File: src/hs_pwm_defs.svh
`ifndef HS_PWM_DEFS_SVH
`define HS_PWM_DEFS_SVH

// =====================================================================
// timing
`define CLK_PERIOD_NS 4
`define PWM_PERIOD_SLOW_NS 10000000
`define PWM_PERIOD_FAST_NS 5000000
`define DUTY_STEPS 1024
// cycles per duty step, rounded down (period is nominal)
`define SLOT_CYC_SLOW ((`PWM_PERIOD_SLOW_NS / `CLK_PERIOD_NS) / `DUTY_STEPS)
`define SLOT_CYC_FAST ((`PWM_PERIOD_FAST_NS / `CLK_PERIOD_NS) / `DUTY_STEPS)
`define SLOT_CNT_W 16

// =====================================================================
// generator configuration layout
`define NUM_GEN 4
`define CFG_RSVD_HI_BIT 15
`define CFG_FREQ_BIT 14
`define CFG_DUTY_MSB 13
`define CFG_DUTY_LSB 4
`define CFG_RSVD_LO_BIT 3
`define CFG_BANK_MSB 2
`define CFG_BANK_LSB 0
`define CFG_BANK_HI_BIT 2
`define CFG_RESET 16'h0000
`define BANK_RESET 3'h0
`define FREQ_RESET 1'h0
`define DUTY_OFF 10'h000
`define DUTY_FULL 10'h3FF

// =====================================================================
// scratch store
`define SCRATCH_RESET 16'h0000
`define REG_W 16

`endif

File: src/hs_pwm_pkg.sv
`default_nettype none
`include "hs_pwm_defs.svh"

package hs_pwm_pkg;
  typedef logic [9:0] duty_t;
  typedef logic [2:0] bank_t;
  typedef logic [`REG_W-1:0] word_t;
  typedef enum logic {
    SEL_MODULATOR = 1'b0,
    SEL_SCRATCH = 1'b1
  } reg_sel_t;
endpackage : hs_pwm_pkg

`default_nettype wire

File: src/gen_cfg_if.sv
`timescale 1ns/1ns
`default_nettype none
`include "hs_pwm_defs.svh"

interface gen_cfg_if;
  import hs_pwm_pkg::*;
  logic clr;
  logic freq [`NUM_GEN];
  duty_t duty [`NUM_GEN];
  logic pwm_out [`NUM_GEN];
  modport cfg (output clr, output freq, output duty, input pwm_out);
  modport gen (input clr, input freq, input duty, output pwm_out);
endinterface : gen_cfg_if

`default_nettype wire

File: src/hs_pwm_gen_config.sv
// Summary of operation
// - one frequency bit per generator, 0 gives 100 Hz, 1 gives 200 Hz.
// - duty value is ten bits held in configuration bits 13 to 4.
// - output is on for duty/1024 of each period for duty values below all ones.
// - duty all zeros holds switch off, all ones holds it on.
// - bank field 000 to 011 selects generator; codes 1xx are ignored.
// - configuration bits 15 and 3 always read zero.
// - generators are internal, driving only the high-side switch modulation.
// - period and duty timing come from the internal clock.
// - sixteen-bit read-write scratch store used only by the host.
// - power-up and soft reset clear the scratch store to zero.
// - scratch store is reachable only in normal operating mode.
// - logic never alters scratch store; it survives fail-safe and restart.
`timescale 1ns/1ns
`default_nettype none
`include "hs_pwm_defs.svh"

module hs_pwm_gen_config #(
  parameter int SLOT_SLOW = `SLOT_CYC_SLOW,
  parameter int SLOT_FAST = `SLOT_CYC_FAST
) (
  input wire logic i_clk,
  input wire logic i_srst,
  input wire logic i_soft_rst,
  input wire logic i_restart,
  input wire logic i_normal_mode,
  input wire logic i_wr_en,
  input wire logic i_rd_en,
  input wire hs_pwm_pkg::reg_sel_t i_reg_sel,
  input wire hs_pwm_pkg::word_t i_wdata,
  output hs_pwm_pkg::word_t o_rdata,
  output logic o_rd_valid,
  output logic o_access_blocked,
  output logic [`NUM_GEN-1:0] o_internal_modulator_n
);
  import hs_pwm_pkg::*;

  gen_cfg_if gen_bus ();

  logic clr_all;
  logic modulator_sel;
  logic scratch_sel;
  logic scratch_ok;
  logic wr_modulator;
  logic wr_scratch;
  logic bank_valid;
  logic wr_bank_valid;
  bank_t wr_bank;
  logic [1:0] wr_idx;
  logic [1:0] rd_idx;
  logic [`NUM_GEN-1:0] wr_hit;

  bank_t bank_ff;
  logic freq_ff [`NUM_GEN];
  duty_t duty_ff [`NUM_GEN];
  word_t scratch_ff;
  word_t rdata_ff;
  logic rd_valid_ff;
  logic blocked_ff;
  logic [`NUM_GEN-1:0] mod_out;
  word_t cfg_word;
  word_t nxt_rdata;

  // =====================================================================
  // access decode
  assign clr_all = i_srst || i_soft_rst;
  assign modulator_sel = (i_reg_sel == SEL_MODULATOR);
  assign scratch_sel = (i_reg_sel == SEL_SCRATCH);
  assign scratch_ok = i_normal_mode;
  assign wr_modulator = i_wr_en && modulator_sel;
  assign wr_scratch = i_wr_en && scratch_sel && scratch_ok;
  assign wr_bank = i_wdata[`CFG_BANK_MSB:`CFG_BANK_LSB];
  assign wr_bank_valid = !wr_bank[`CFG_BANK_HI_BIT];
  assign wr_idx = wr_bank[1:0];
  assign bank_valid = !bank_ff[`CFG_BANK_HI_BIT];
  assign rd_idx = bank_ff[1:0];

  // =====================================================================
  // bank field, kept as written; restart also clears it
  always_ff @(posedge i_clk) begin
    if (clr_all || i_restart) begin
      bank_ff <= `BANK_RESET;
    end else if (wr_modulator) begin
      bank_ff <= wr_bank;
    end
  end

  // =====================================================================
  // one-hot write hit per generator; a 1xx bank hits none
  always_comb begin
    wr_hit = '0;
    for (int g = 0; g < `NUM_GEN; g++) begin
      if (wr_modulator && wr_bank_valid && (wr_idx == 2'(g))) begin
        wr_hit[g] = 1'b1;
      end
    end
  end

  // =====================================================================
  // per-generator settings
  always_ff @(posedge i_clk) begin
    for (int g = 0; g < `NUM_GEN; g++) begin
      if (clr_all) begin
        freq_ff[g] <= `FREQ_RESET;
      end else if (wr_hit[g]) begin
        freq_ff[g] <= i_wdata[`CFG_FREQ_BIT];
      end
    end
  end

  always_ff @(posedge i_clk) begin
    for (int g = 0; g < `NUM_GEN; g++) begin
      if (clr_all) begin
        duty_ff[g] <= `DUTY_OFF;
      end else if (wr_hit[g]) begin
        duty_ff[g] <= i_wdata[`CFG_DUTY_MSB:`CFG_DUTY_LSB];
      end
    end
  end

  // =====================================================================
  // scratch store: only reset and host writes touch it
  // no restart or mode term: the value outlives fail-safe and restart
  always_ff @(posedge i_clk) begin
    if (clr_all) begin
      scratch_ff <= `SCRATCH_RESET;
    end else if (wr_scratch) begin
      scratch_ff <= i_wdata;
    end
  end

  // =====================================================================
  // configuration readback; reserved bits stay zero
  always_comb begin
    cfg_word = `CFG_RESET;
    cfg_word[`CFG_BANK_MSB:`CFG_BANK_LSB] = bank_ff;
    if (bank_valid) begin
      cfg_word[`CFG_FREQ_BIT] = freq_ff[rd_idx];
      cfg_word[`CFG_DUTY_MSB:`CFG_DUTY_LSB] = duty_ff[rd_idx];
    end
    cfg_word[`CFG_RSVD_HI_BIT] = 1'b0;
    cfg_word[`CFG_RSVD_LO_BIT] = 1'b0;
  end

  // =====================================================================
  // read path
  always_comb begin
    nxt_rdata = '0;
    case (i_reg_sel)
      SEL_MODULATOR: begin
        nxt_rdata = cfg_word;
      end
      SEL_SCRATCH: begin
        if (scratch_ok) begin
          nxt_rdata = scratch_ff;
        end
      end
      default: begin
        nxt_rdata = '0;
      end
    endcase
  end

  always_ff @(posedge i_clk) begin
    if (i_srst) begin
      rdata_ff <= '0;
    end else if (i_rd_en) begin
      rdata_ff <= nxt_rdata;
    end
  end

  always_ff @(posedge i_clk) begin
    if (i_srst) begin
      rd_valid_ff <= 1'b0;
    end else begin
      rd_valid_ff <= i_rd_en;
    end
  end

  // =====================================================================
  // refused scratch access outside normal mode
  always_ff @(posedge i_clk) begin
    if (i_srst) begin
      blocked_ff <= 1'b0;
    end else begin
      blocked_ff <= (i_rd_en || i_wr_en) && scratch_sel && !scratch_ok;
    end
  end

  // =====================================================================
  // generators
  // soft reset restarts every generator at slot zero
  assign gen_bus.clr = clr_all;

  for (genvar g = 0; g < `NUM_GEN; g++) begin : g_gen
    assign gen_bus.freq[g] = freq_ff[g];
    assign gen_bus.duty[g] = duty_ff[g];

    pwm_channel #(
      .IDX(g),
      .SLOT_SLOW(SLOT_SLOW),
      .SLOT_FAST(SLOT_FAST)
    ) u_chan (
      .i_clk(i_clk),
      .i_srst(i_srst),
      .cfg(gen_bus)
    );

    assign mod_out[g] = gen_bus.pwm_out[g];
  end

  // =====================================================================
  // outputs
  assign o_internal_modulator_n = mod_out;
  assign o_rdata = rdata_ff;
  assign o_rd_valid = rd_valid_ff;
  assign o_access_blocked = blocked_ff;
endmodule : hs_pwm_gen_config

`default_nettype wire

File: src/pwm_channel.sv
`timescale 1ns/1ns
`default_nettype none
`include "hs_pwm_defs.svh"

module pwm_channel #(
  parameter int IDX = 0,
  parameter int SLOT_SLOW = `SLOT_CYC_SLOW,
  parameter int SLOT_FAST = `SLOT_CYC_FAST
) (
  input wire logic i_clk,
  input wire logic i_srst,
  gen_cfg_if.gen cfg
);
  import hs_pwm_pkg::*;

  localparam logic [`SLOT_CNT_W-1:0] LIM_SLOW = `SLOT_CNT_W'(SLOT_SLOW - 1);
  localparam logic [`SLOT_CNT_W-1:0] LIM_FAST = `SLOT_CNT_W'(SLOT_FAST - 1);

  logic [`SLOT_CNT_W-1:0] pre_ff;
  logic [9:0] slot_ff;
  duty_t duty_ff;
  logic freq_ff;
  logic out_ff;
  logic slot_end;
  logic period_end;

  // =====================================================================
  // timebase from the internal clock
  assign slot_end = (pre_ff == (freq_ff ? LIM_FAST : LIM_SLOW));
  assign period_end = slot_end && (slot_ff == `DUTY_FULL);

  always_ff @(posedge i_clk) begin
    if (i_srst || cfg.clr || slot_end) begin
      pre_ff <= '0;
    end else begin
      pre_ff <= pre_ff + `SLOT_CNT_W'(1);
    end
  end

  always_ff @(posedge i_clk) begin
    if (i_srst || cfg.clr) begin
      slot_ff <= '0;
    end else if (slot_end) begin
      slot_ff <= slot_ff + 10'h001; // 1024 steps per period
    end
  end

  // =====================================================================
  // settings take effect at period start, so no runt pulses
  always_ff @(posedge i_clk) begin
    if (i_srst || cfg.clr) begin
      duty_ff <= `DUTY_OFF;
      freq_ff <= `FREQ_RESET;
    end else if (period_end) begin
      duty_ff <= cfg.duty[IDX];
      freq_ff <= cfg.freq[IDX];
    end
  end

  // =====================================================================
  // output
  always_ff @(posedge i_clk) begin
    if (i_srst || cfg.clr) begin
      out_ff <= 1'b0;
    end else if (duty_ff == `DUTY_OFF) begin
      out_ff <= 1'b0;
    end else if (duty_ff == `DUTY_FULL) begin
      out_ff <= 1'b1;
    end else begin
      out_ff <= (slot_ff < duty_ff);
    end
  end

  assign cfg.pwm_out[IDX] = out_ff;
endmodule : pwm_channel

`default_nettype wire

File: config.mk
export PLATFORM = sky130hd
export DESIGN_NAME = hs_pwm_gen_config
export DESIGN_NICKNAME = d
export VERILOG_FILES = /design/src/hs_pwm_pkg.sv /design/src/gen_cfg_if.sv /design/src/hs_pwm_gen_config.sv /design/src/pwm_channel.sv
export VERILOG_INCLUDE_DIRS = /design/src /design/src/src
export SDC_FILE = /design/constraint.sdc
export NUM_CORES = 1
export LEC_CHECK = 0
export BUFFER_PORTS_ARGS = -buffer_cell sky130_fd_sc_hd__buf_2
export CAP_MARGIN = 0
export CORE_AREA = 2 2 239 123
export CTS_BUF_LIST = sky130_fd_sc_hd__clkbuf_16
export DETAILED_ROUTE_END_ITERATION = 8
export DIE_AREA = 0 0 241 125
export PLACE_DENSITY_LB_ADDON = 0.1
export SETUP_SLACK_MARGIN = 0.2
export SLEW_MARGIN = 20
export SYNTH_ARGS = -nofsm -noshare
export SYNTH_HDL_FRONTEND = slang
export SYNTH_SLANG_ARGS = --single-unit
File: constraint.sdc
create_clock -name i_clk -period 3.3 [get_ports i_clk]
set_input_delay 0.66 -clock i_clk [delete_from_list [all_inputs] [get_ports i_clk]]
set_output_delay 0.66 -clock i_clk [all_outputs]
set_load 0.005 [all_outputs]
# Word-level counts from Yosys, hierarchy flattened
# Memories as Yosys holds them, arrays and structs flattened. A register that Yosys moved wholly into a read port is not among the register bits.
# Index checks and enable logic that the tools add are counted.
# totals
reg_bits	145
ram_bits	44
in_bits	24
out_inout_bits	22
elab_cells	129
mem_count	2
# mem_list
memory	words	word_bits	rd	rd_clocked_by_memory_dff	write_ports	line_no	source
duty_ff	4	10	5	5	4	hs_pwm_gen_config.sv:55	duty_t duty_ff [`NUM_GEN];
freq_ff	4	1	5	5	4	hs_pwm_gen_config.sv:54	logic freq_ff [`NUM_GEN];
# op_classes
n_addsub	8
order_cmp	4
eq_ne	15
n_mux	41
bitwise	9
n_reduce_logical	33
# ops
cell	count
$eq 10x10->1 const B	8
$add 16x1->16 const B	4
$eq 16x16->1	4
$mux 12	4
$add 10x1->10 const B	4
$logic_not 10->1	4
$lt 10x10->1	4
$mux 10	4
$pmux 16 s2	1
$mux 1	26
$mux 16	1
$logic_and 1x1->1	14
$mux 11	1
$logic_or 1x1->1	8
$mux 2	4
$or 1x1->1	8
$reduce_or 2->1	4
$eq 2x2->1 const B	2
$eq 2x1->1 const B	1
$logic_not 1->1	2
$logic_not 2->1	1
$not 1->1	1

# Longest topological paths before layout
# Gate-level depths: netlist (run 1).
# depth
word_depth	9
mapped_depth	8
mapped_depth_nobuf	7

# Least setup slack after synthesis (run 1)
# No wires, ideal clock.
# synth_timing
path_kind	input port to flip-flop
from	input port i_reg_sel
to	memory duty_ff[0][0] (netlist bit) (enable)
setup_time_ns	0.397
t_arrival_ns	2.285
setup_slack_ns	0.618
cell_stages	4
path_buffers	1
path_cell_list	clkbuf_1 nand2b_1 or2_2 o31ai_1
# synth_lines
item	line_no	source
start, declared	hs_pwm_gen_config.sv:29	input wire hs_pwm_pkg::reg_sel_t i_reg_sel,
end, declared	hs_pwm_gen_config.sv:55	

# Worst setup path in the final report (run 1)
# layout_timing
from	register g_gen[1].u_chan.pre_ff[10]
to	register g_gen[1].u_chan.pre_ff[11]
# layout_between
elab_chain_len	2
elab_cells_between_ends	3
classes_between	1 x add/sub; 1 x eq/ne; 1 x reduce/logical
# layout_rtl
item	line_no	source
start, declared	pwm_channel.sv:19	logic [`SLOT_CNT_W-1:0] pre_ff;
start signal, assigned	pwm_channel.sv:36	pre_ff <= pre_ff + `SLOT_CNT_W'(1);
branches (longest 2 deep; another with $add 16x1->16)	--	
# Several ways; the timed one is not identified.
# A chain may end at the register's enable or synchronous reset.

==> results by group, run 1 <==
STA
  • Final Setup Violations: 0
  • Top achievable clock speed: ~420 MHz
  • Final TNS setup: 0 ns
  • RSZ-0062 raised after global routing: false
  • Final Cycle Share: 0.7188
  • Pins Over Slew Limit: 0
  • Final Hold Viols: 0
  • Max_slew headroom: 0.4329
  • Slew of the pin with the lowest slew margin: around 0.85 ns
  • Crit path time final: 2.372 ns
  • Post-Route Skew: around 0.02 ns

Detailed routing
  • Routed Antenna Nets: 0
  • First-pass detailed-route iteration total: 5
  • Detailed-route via count: approximately 8700
  • Vias per cell: about 5.3
  • Drt drc: 0
  • Initial DRC Count: about 770
  • Routed len/inst: 17.14 um
  • Routed WL: between 20000 and 30000 um

Critical path
  • Worst R2R Setup Slack: 0.93 ns
  • Critical path peak fanout: 15
  • Slowest cell on crit path: or4b_4
  • Worst Setup Path Type: flop to flop
  • CP Data Arrival Time: 2.76 ns
  • Worst path required time: roughly 3.7 ns
  • Reg2Reg Depth: 5
  • Crit-path max cell delay: roughly 0.58 ns
  • CP Capture Type: flop
  • CP Cell Sequence: nand4bb_1 -> or4b_4 -> a21oi_2 -> or2b_1 -> nor2_1
  • Crit path to: g_gen[1].u_chan.pre_ff[11]
  • CP Launch Type: flop
  • FF-to-FF End: g_gen[1].u_chan.pre_ff[11]
  • Worst r2r src: g_gen[1].u_chan.pre_ff[10]
  • Crit. Startpoint: g_gen[1].u_chan.pre_ff[10]

Yosys
  • Fraction of registers with async set/reset: 0
  • Ranking of synthesized cells by area: dfxtp_1 34%, edfxtp_1 12%, ha_1 5.0%
  • Post-synthesis sequential area ratio: 0.4629
  • Top-count cell post-synth: dfxtp_1
  • YS warnings: 0
  • Yosys cell types: between 70 and 80
  • Post-synthesis cell area: 11120 um^2
  • Cell taking the most area after synthesis: dfxtp_1
  • Post-synth net total: 1261
  • Top cells by count, synth: 191 x dfxtp_1, 117 x nor2_1, 116 x nand2_1
  • Post-synth EDFFs: 44
  • Syn_area_per_cell: between 9 and 10 um^2
  • Ys flop type: dfxtp_1
  • Synth Instances: about 1200
  • FF+latch count, synth: ~240
  • Post-synth top area share: 0.3440

Die
  • Die H: 125 um
  • Die ar.: 30130 um^2
  • # rows: 44
  • Initial Utilization: 0.3928
  • Die Wd: between 200 and 250 um
  • Core area: between 20000 and 30000 um^2
  • IO Count: 46

Clocking
  • Clock root buffer master: clkbuf_16
  • H-tree depth: 1
  • CTS clock-pin slew for the worst setup and hold paths: about 0.06 ns
  • Clk Latency, worst-skew pair: ~0.54 ns
  • CTS tree: built
  • CTS resizes: 0
  • Post-CTS Setup Bufs: 0
  • Num Clock Sinks: around 240
  • Inserted Clock Buffers: 24
  • Hold_buf cts: 0
  • Max Root-Sink Buffers: 3

Worst hold path
  • HP Class: input port to flop

Global routing
  • Grt peak-use layer: met1
  • Global route total overflow: 0
  • Largest net degree at the start of global routing: 70
  • Met2 usage: 0.2331
  • Met1 Track Usage GR: 0.3289
  • Total GRT Usage: 0.1894
  • Global Route met3 Usage: 0.03511
  • Number of global-route vias before repair: between 7000 and 8000
  • First-pass GRT wire length: 45180 um
  • Initial antenna violation count: 0

Final layout
  • Final Instance Area: about 12000 um^2
  • Fin util: 0.4411
  • Final Non-Filler Cells: approximately 1600
  • Layout cell share with drive strength beyond 1: 0.1136
  • Area growth syn-to-layout: 12.29%
  • Final net count: approximately 1300

Run status
  • Status: finished, final reports clean

Placed design
  • Buffers on Ports: 45
  • RePlAce Congestion: between 0.8 and 0.9
  • HPWL after detailed placement: roughly 20000 um
  • Cell Area, Placed: roughly 12000 um^2
  • Cells after DPL: 1589

Pwr
  • Leakage: roughly 4.3 nW
  • Tot Pwr: slightly below 6 mW
  • Power Density: roughly 480 nW/um^2
  • Max rail drop VDD: just over 0.3 mV

Run
  • Max Cap Viol: 0
==> placed cells by master, fill, tap and decap left out, drive strengths merged, types with 39 or more instances in the layout <==
cell type and instances:
dfxtp 191, inv 57, buf 65, a21oi 55, nand2 116, nand4 39
and2 49, o21ai 51, nor2 117, ha 44, nand3 84, edfxtp 44
==> how the worst min path moves through the flow <==
stage	startpoint	endpoint	slack [ns]	depth (start not counted)
finish	i_restart	bank_ff[2]	0.33	2
global route	i_restart	bank_ff[2]	0.31	2
CTS	i_restart	bank_ff[2]	0.30	2
detailed placement	scratch_ff[15]	scratch_ff[15]	0.45	2
global placement	g_gen[3].u_chan.pre_ff[0]	g_gen[3].u_chan.pre_ff[0]	0.44	1
floorplan	g_gen[3].u_chan.pre_ff[0]	g_gen[3].u_chan.pre_ff[0]	0.43	1
==> cell type report <==
type | count | area [um^2]
sequential | 235 | 5145
antenna | 1 | 2.502
timing repair buffer | 65 | 387.9
multi-input combinational | 846 | 5494
inverter | 52 | 195.2
clock buffer | 24 | 600.6
fill | 2772 | 15820
tap | 391 | 489.2
clock inverter | 19 | 167.7
==> report_power, final <==
| part | internal (mW) | leakage, nW | switching [mW] | total [mW] |
|---|---|---|---|---|
| Combinational | 0.0698 | 1.92 | 0.139 | 0.208 |
| Clock | 1.55 | 0.393 | 1.18 | 2.74 |
| Sequential | 2.97 | 2.02 | 0.0486 | 3.02 |
==> metal layers <==
metal,routed length (um),up-vias
met5,0,-
met4,428,0
met3,1629,32
met2,9934,186
met1,16000,4103
li1,-,4347
==> through the flow <==
step | hold WS (ns) | setup slack (ns)
after global routing | 0.3135 | 0.7296
after CTS | 0.2996 | 0.9533
after detailed placement | 0.4469 | 0.8019
after global placement | 0.4425 | 0.8349
after floorplan | 0.4256 | 0.6183
final | 0.3252 | 0.9279
==> logic make-up after synthesis <==
logic type	Yosys count	synth area share
AOI/OAI and AO/OA	197	0.1198
xor gates and xnor gates	64	0.05043
adders and majority gates	44	0.04953
buffers and inverters	112	0.04660
DFF	235	0.4629
muxes	19	0.02949
and+or+nand+nor	522	0.2413
==> registers in the layout, summed over array words and instances (netlist names), named ones only <==
register,flops
g_gen.u_chan.pre_ff,64
duty_ff,40
g_gen.u_chan.duty_ff,40
g_gen.u_chan.slot_ff,40
o_rdata,16
scratch_ff,16
freq_ff,4
g_gen.u_chan.freq_ff,4
g_gen.u_chan.out_ff,4
bank_ff,3
o_access_blocked,1
o_rd_valid,1
==> worst max-delay path: cells and delay by family, from the launching register on <==
kind	cells	cell delay, ns
compound gates	1	0.40
flops	1	0.47
simple gates	4	1.37
Note: power is estimated with default switching activity, not from simulation.
==> run 2: changes to the inputs <==
==> constraint.sdc (replaced) <==
create_clock -name i_clk -period 2.35 [get_ports i_clk]
set_input_delay 0.47 -clock i_clk [delete_from_list [all_inputs] [get_ports i_clk]]
set_output_delay 0.47 -clock i_clk [all_outputs]
set_load 0.005 [all_outputs]
==> run 2 against run 1 <==
Power up 39%. Worst hold slack got worse by 0.19 ns. Highest routed layer unchanged. Non-clock buffer count increased by 33. Flip-flop and latch count unchanged. Via count is 1.8% higher. Sequential power rose by 40%. Die area unchanged. Maximum frequency rose by 14%. Sequential share of layout area is 1.1 points lower. Global-route usage increased by 0.28 points. Combinational power rose by 48%.
==> results by group, run 2 (synthesis results as in run 1) <==
Run status
  • Status: finished, final reports clean (unchanged)

Detailed routing
  • Vias per cell: 5.294 (was 5.308)
  • Drt drc: 0 (unchanged)
  • Initial DRC Count: 836 (was 767)
  • First-pass detailed-route iteration total: 5 (unchanged)
  • Routed WL: 28380 um (was 27990 um)
  • Detailed-route via count: 8820 (was 8668)
  • Routed len/inst: 17.04 um (was 17.14 um)
  • Routed Antenna Nets: 0 (unchanged)

Critical path
  • Buf+Inv Stages, Crit Path: 1 (was 0)
  • Crit-path max cell delay: 0.59 ns (was 0.58 ns)
  • CP Data Arrival Time: 2.55 ns (was 2.76 ns)
  • Cell family with most CP delay: simple AND/OR/NAND/NOR gates (unchanged)
  • Stages on worst setup path: 6 (was 5)
  • CP Capture Type: flop (unchanged)
  • CP Launch Type: flop (unchanged)
  • Slowest cell on crit path: or4b_4 (unchanged)
  • Worst Setup Path Type: flop to flop (unchanged)
  • Reg2Reg Depth: 6 (was 5)
  • Worst path required time: 2.82 ns (was 3.69 ns)
  • CP Cell Sequence: nand4bb_1 -> or4b_4 -> a2111oi_4 -> buf_6 -> nand3_1 -> o21ai_2 (was nand4bb_1 -> or4b_4 -> a21oi_2 -> or2b_1 -> nor2_1)
  • Critical path peak fanout: 11 (was 15)

Clocking
  • Num Clock Sinks: 235 (unchanged)
  • Clk Latency, worst-skew pair: 0.55 ns (was 0.54 ns)
  • Inserted Clock Buffers: 25 (was 24)
  • CTS tree: built (unchanged)
  • H-tree depth: 1 (unchanged)
  • Clock root buffer master: clkbuf_16 (unchanged)
  • CTS clock-pin slew for the worst setup and hold paths: 0.06 ns (about the same)
  • Max Root-Sink Buffers: 3 (unchanged)

Placed design
  • Cells after DPL: 1614 (was 1589)
  • HPWL after detailed placement: 20890 um (was 20120 um)
  • RePlAce Congestion: 0.8328 (was 0.8108)
  • Post-place setup slack: 0.06879 ns (was 0.8019 ns)
  • Buffers on Ports: 45 (unchanged)
  • Cell Area, Placed: 11920 um^2 (was 11710 um^2)

STA
  • Post-Route Skew: 0.01784 ns (was 0.02006 ns)
  • Crit path time final: 2.079 ns (was 2.372 ns)
  • Pins Over Slew Limit: 0 (unchanged)
  • Final Setup Violations: 0 (unchanged)
  • Max_slew headroom: 0.3178 (was 0.4329)
  • Final Hold Viols: 0 (unchanged)
  • RSZ-0062 raised after global routing: true (was false)
  • Fin Hold WS: 0.1372 ns (was 0.3252 ns)
  • Final worst slack: 0.2714 ns (was 0.9279 ns)
  • Top achievable clock speed: 481.1 MHz (was 421.6 MHz)
  • Slew of the pin with the lowest slew margin: 1.017 ns (was 0.8461 ns)
  • Final Cycle Share: 0.8845 (was 0.7188)

Global routing
  • Number of global-route vias before repair: 8036 (was 7940)
  • Met2 usage: 0.2272 (was 0.2331)
  • Largest net degree at the start of global routing: 36 (was 70)
  • Total GRT Usage: 0.1923 (was 0.1894)
  • Global route total overflow: 0 (unchanged)
  • Global Route met3 Usage: 0.03665 (was 0.03511)
  • First-pass GRT wire length: 46040 um (was 45180 um)
  • Grt peak-use layer: met1 (unchanged)
  • Initial antenna violation count: 1 (was 0)
  • Met1 Track Usage GR: 0.3417 (was 0.3289)

Die
  • Initial Utilization: 0.3928 (unchanged)
  • IO Count: 46 (unchanged)
  • Die H: 125 um (unchanged)
  • Die ar.: 30130 um^2 (unchanged)
  • Die Wd: 241 um (unchanged)
  • # rows: 44 (unchanged)
  • Core area: 28300 um^2 (unchanged)

Final layout
  • Final Non-Filler Cells: 1666 (was 1633)
  • Fin util: 0.4540 (was 0.4411)
  • Multi-input logic area: 5589 um^2 (was 5494 um^2)
  • Flip-flop count of the largest register after layout: 64 (unchanged)
  • Final net count: 1326 (was 1292)
  • Sequential Area: 5147 um^2 (was 5145 um^2)
  • Layout fillers: 2790 (was 2772)
  • Area growth syn-to-layout: 15.57% (was 12.29%)
  • Final Instance Area: 12850 um^2 (was 12480 um^2)
  • Commonest non-fill, non-tap cell in the layout: dfxtp_1 (unchanged)
  • Top reg by flops: g_gen.u_chan.pre_ff (unchanged)
  • Most frequent cells in the layout: 189 x dfxtp_1, 116 x nor2_1, 115 x nand2_1 (was 191 x dfxtp_1, 116 x nor2_1, 116 x nand2_1)
  • Antenna cell count: 0 (was 1)
  • Layout cell share with drive strength beyond 1: 0.1459 (was 0.1136)

Worst hold path
  • HP Class: input port to flop (unchanged)
  • WHS Path Cells: 2 (unchanged)

Pwr
  • Seq pwr share: 0.510 (was 0.506)
  • Power Density: 646.8 nW/um^2 (was 477.7 nW/um^2)
  • P_int: 6.393 mW (was 4.594 mW)
  • Gate power share: 0.037 (was 0.035)
  • Sw Pwr: 1.916 mW (was 1.369 mW)
  • Max rail drop VDD: 0.5558 mV (was 0.3112 mV)
  • Switching share of total power: 0.2305 (was 0.2295)
  • Part of the power in the clock network: 0.453 (was 0.459)
  • Leakage: 4.536 nW (was 4.334 nW)

Run
  • Max Cap Viol: 0 (unchanged)
==> run 2: layout make-up <==
type	count	area share
Clock buffer	26	0.05065
Clock inverter	18	0.008961
Inverter	52	0.01519
Multi-Input combinational cell	846	0.4351
Sequential cell	235	0.4007
Tap cell	391	0.03808
Timing Repair Buffer	98	0.05133
==> run 2: through the flow <==
step	power, mW	TNS [ns]
floorplan	4.460	-2.758
global route	8.602	0
detailed placement	4.634	0
global placement	4.635	0
finish	8.309	0
CTS	8.415	0
==> run 2: per-layer routing <==
layer,share of wire,up-vias
li1,-,4415
met1,0.57,4157
met2,0.35,215
met3,0.062,33
met4,0.013,0
met5,0,-
==> run 2: worst paths after layout <==
path                                                start                    endpoint  slack [ns]
worst max-delay path            g_gen[1].u_chan.pre_ff[3]  g_gen[1].u_chan.duty_ff[6]        0.27
worst min-delay path                            i_restart                  bank_ff[2]        0.14
worst max register to register  g_gen[1].u_chan.pre_ff[3]  g_gen[1].u_chan.duty_ff[6]        0.27
worst min register to register              scratch_ff[2]               scratch_ff[2]        0.46
==> run 2: repair_timing <==
action / 4_1_cts / 5_1_grt
endpoints found under the setup margin: 4 / 38
gates cloned: 0 / 1
setup buffers: 0 / 7
resized for setup: 2 / 20
hold buffers: 0 / 0
pin swaps: 0 / 6
==> run 2: power by group through the flow <==
stage	clock (mW)	combinational, mW	sequential (mW)
global placement	0	0.310	4.33
global route	4.02	0.340	4.24
finish	3.76	0.308	4.24
floorplan	0	0.171	4.29
detailed placement	0	0.309	4.33
CTS	3.87	0.311	4.24
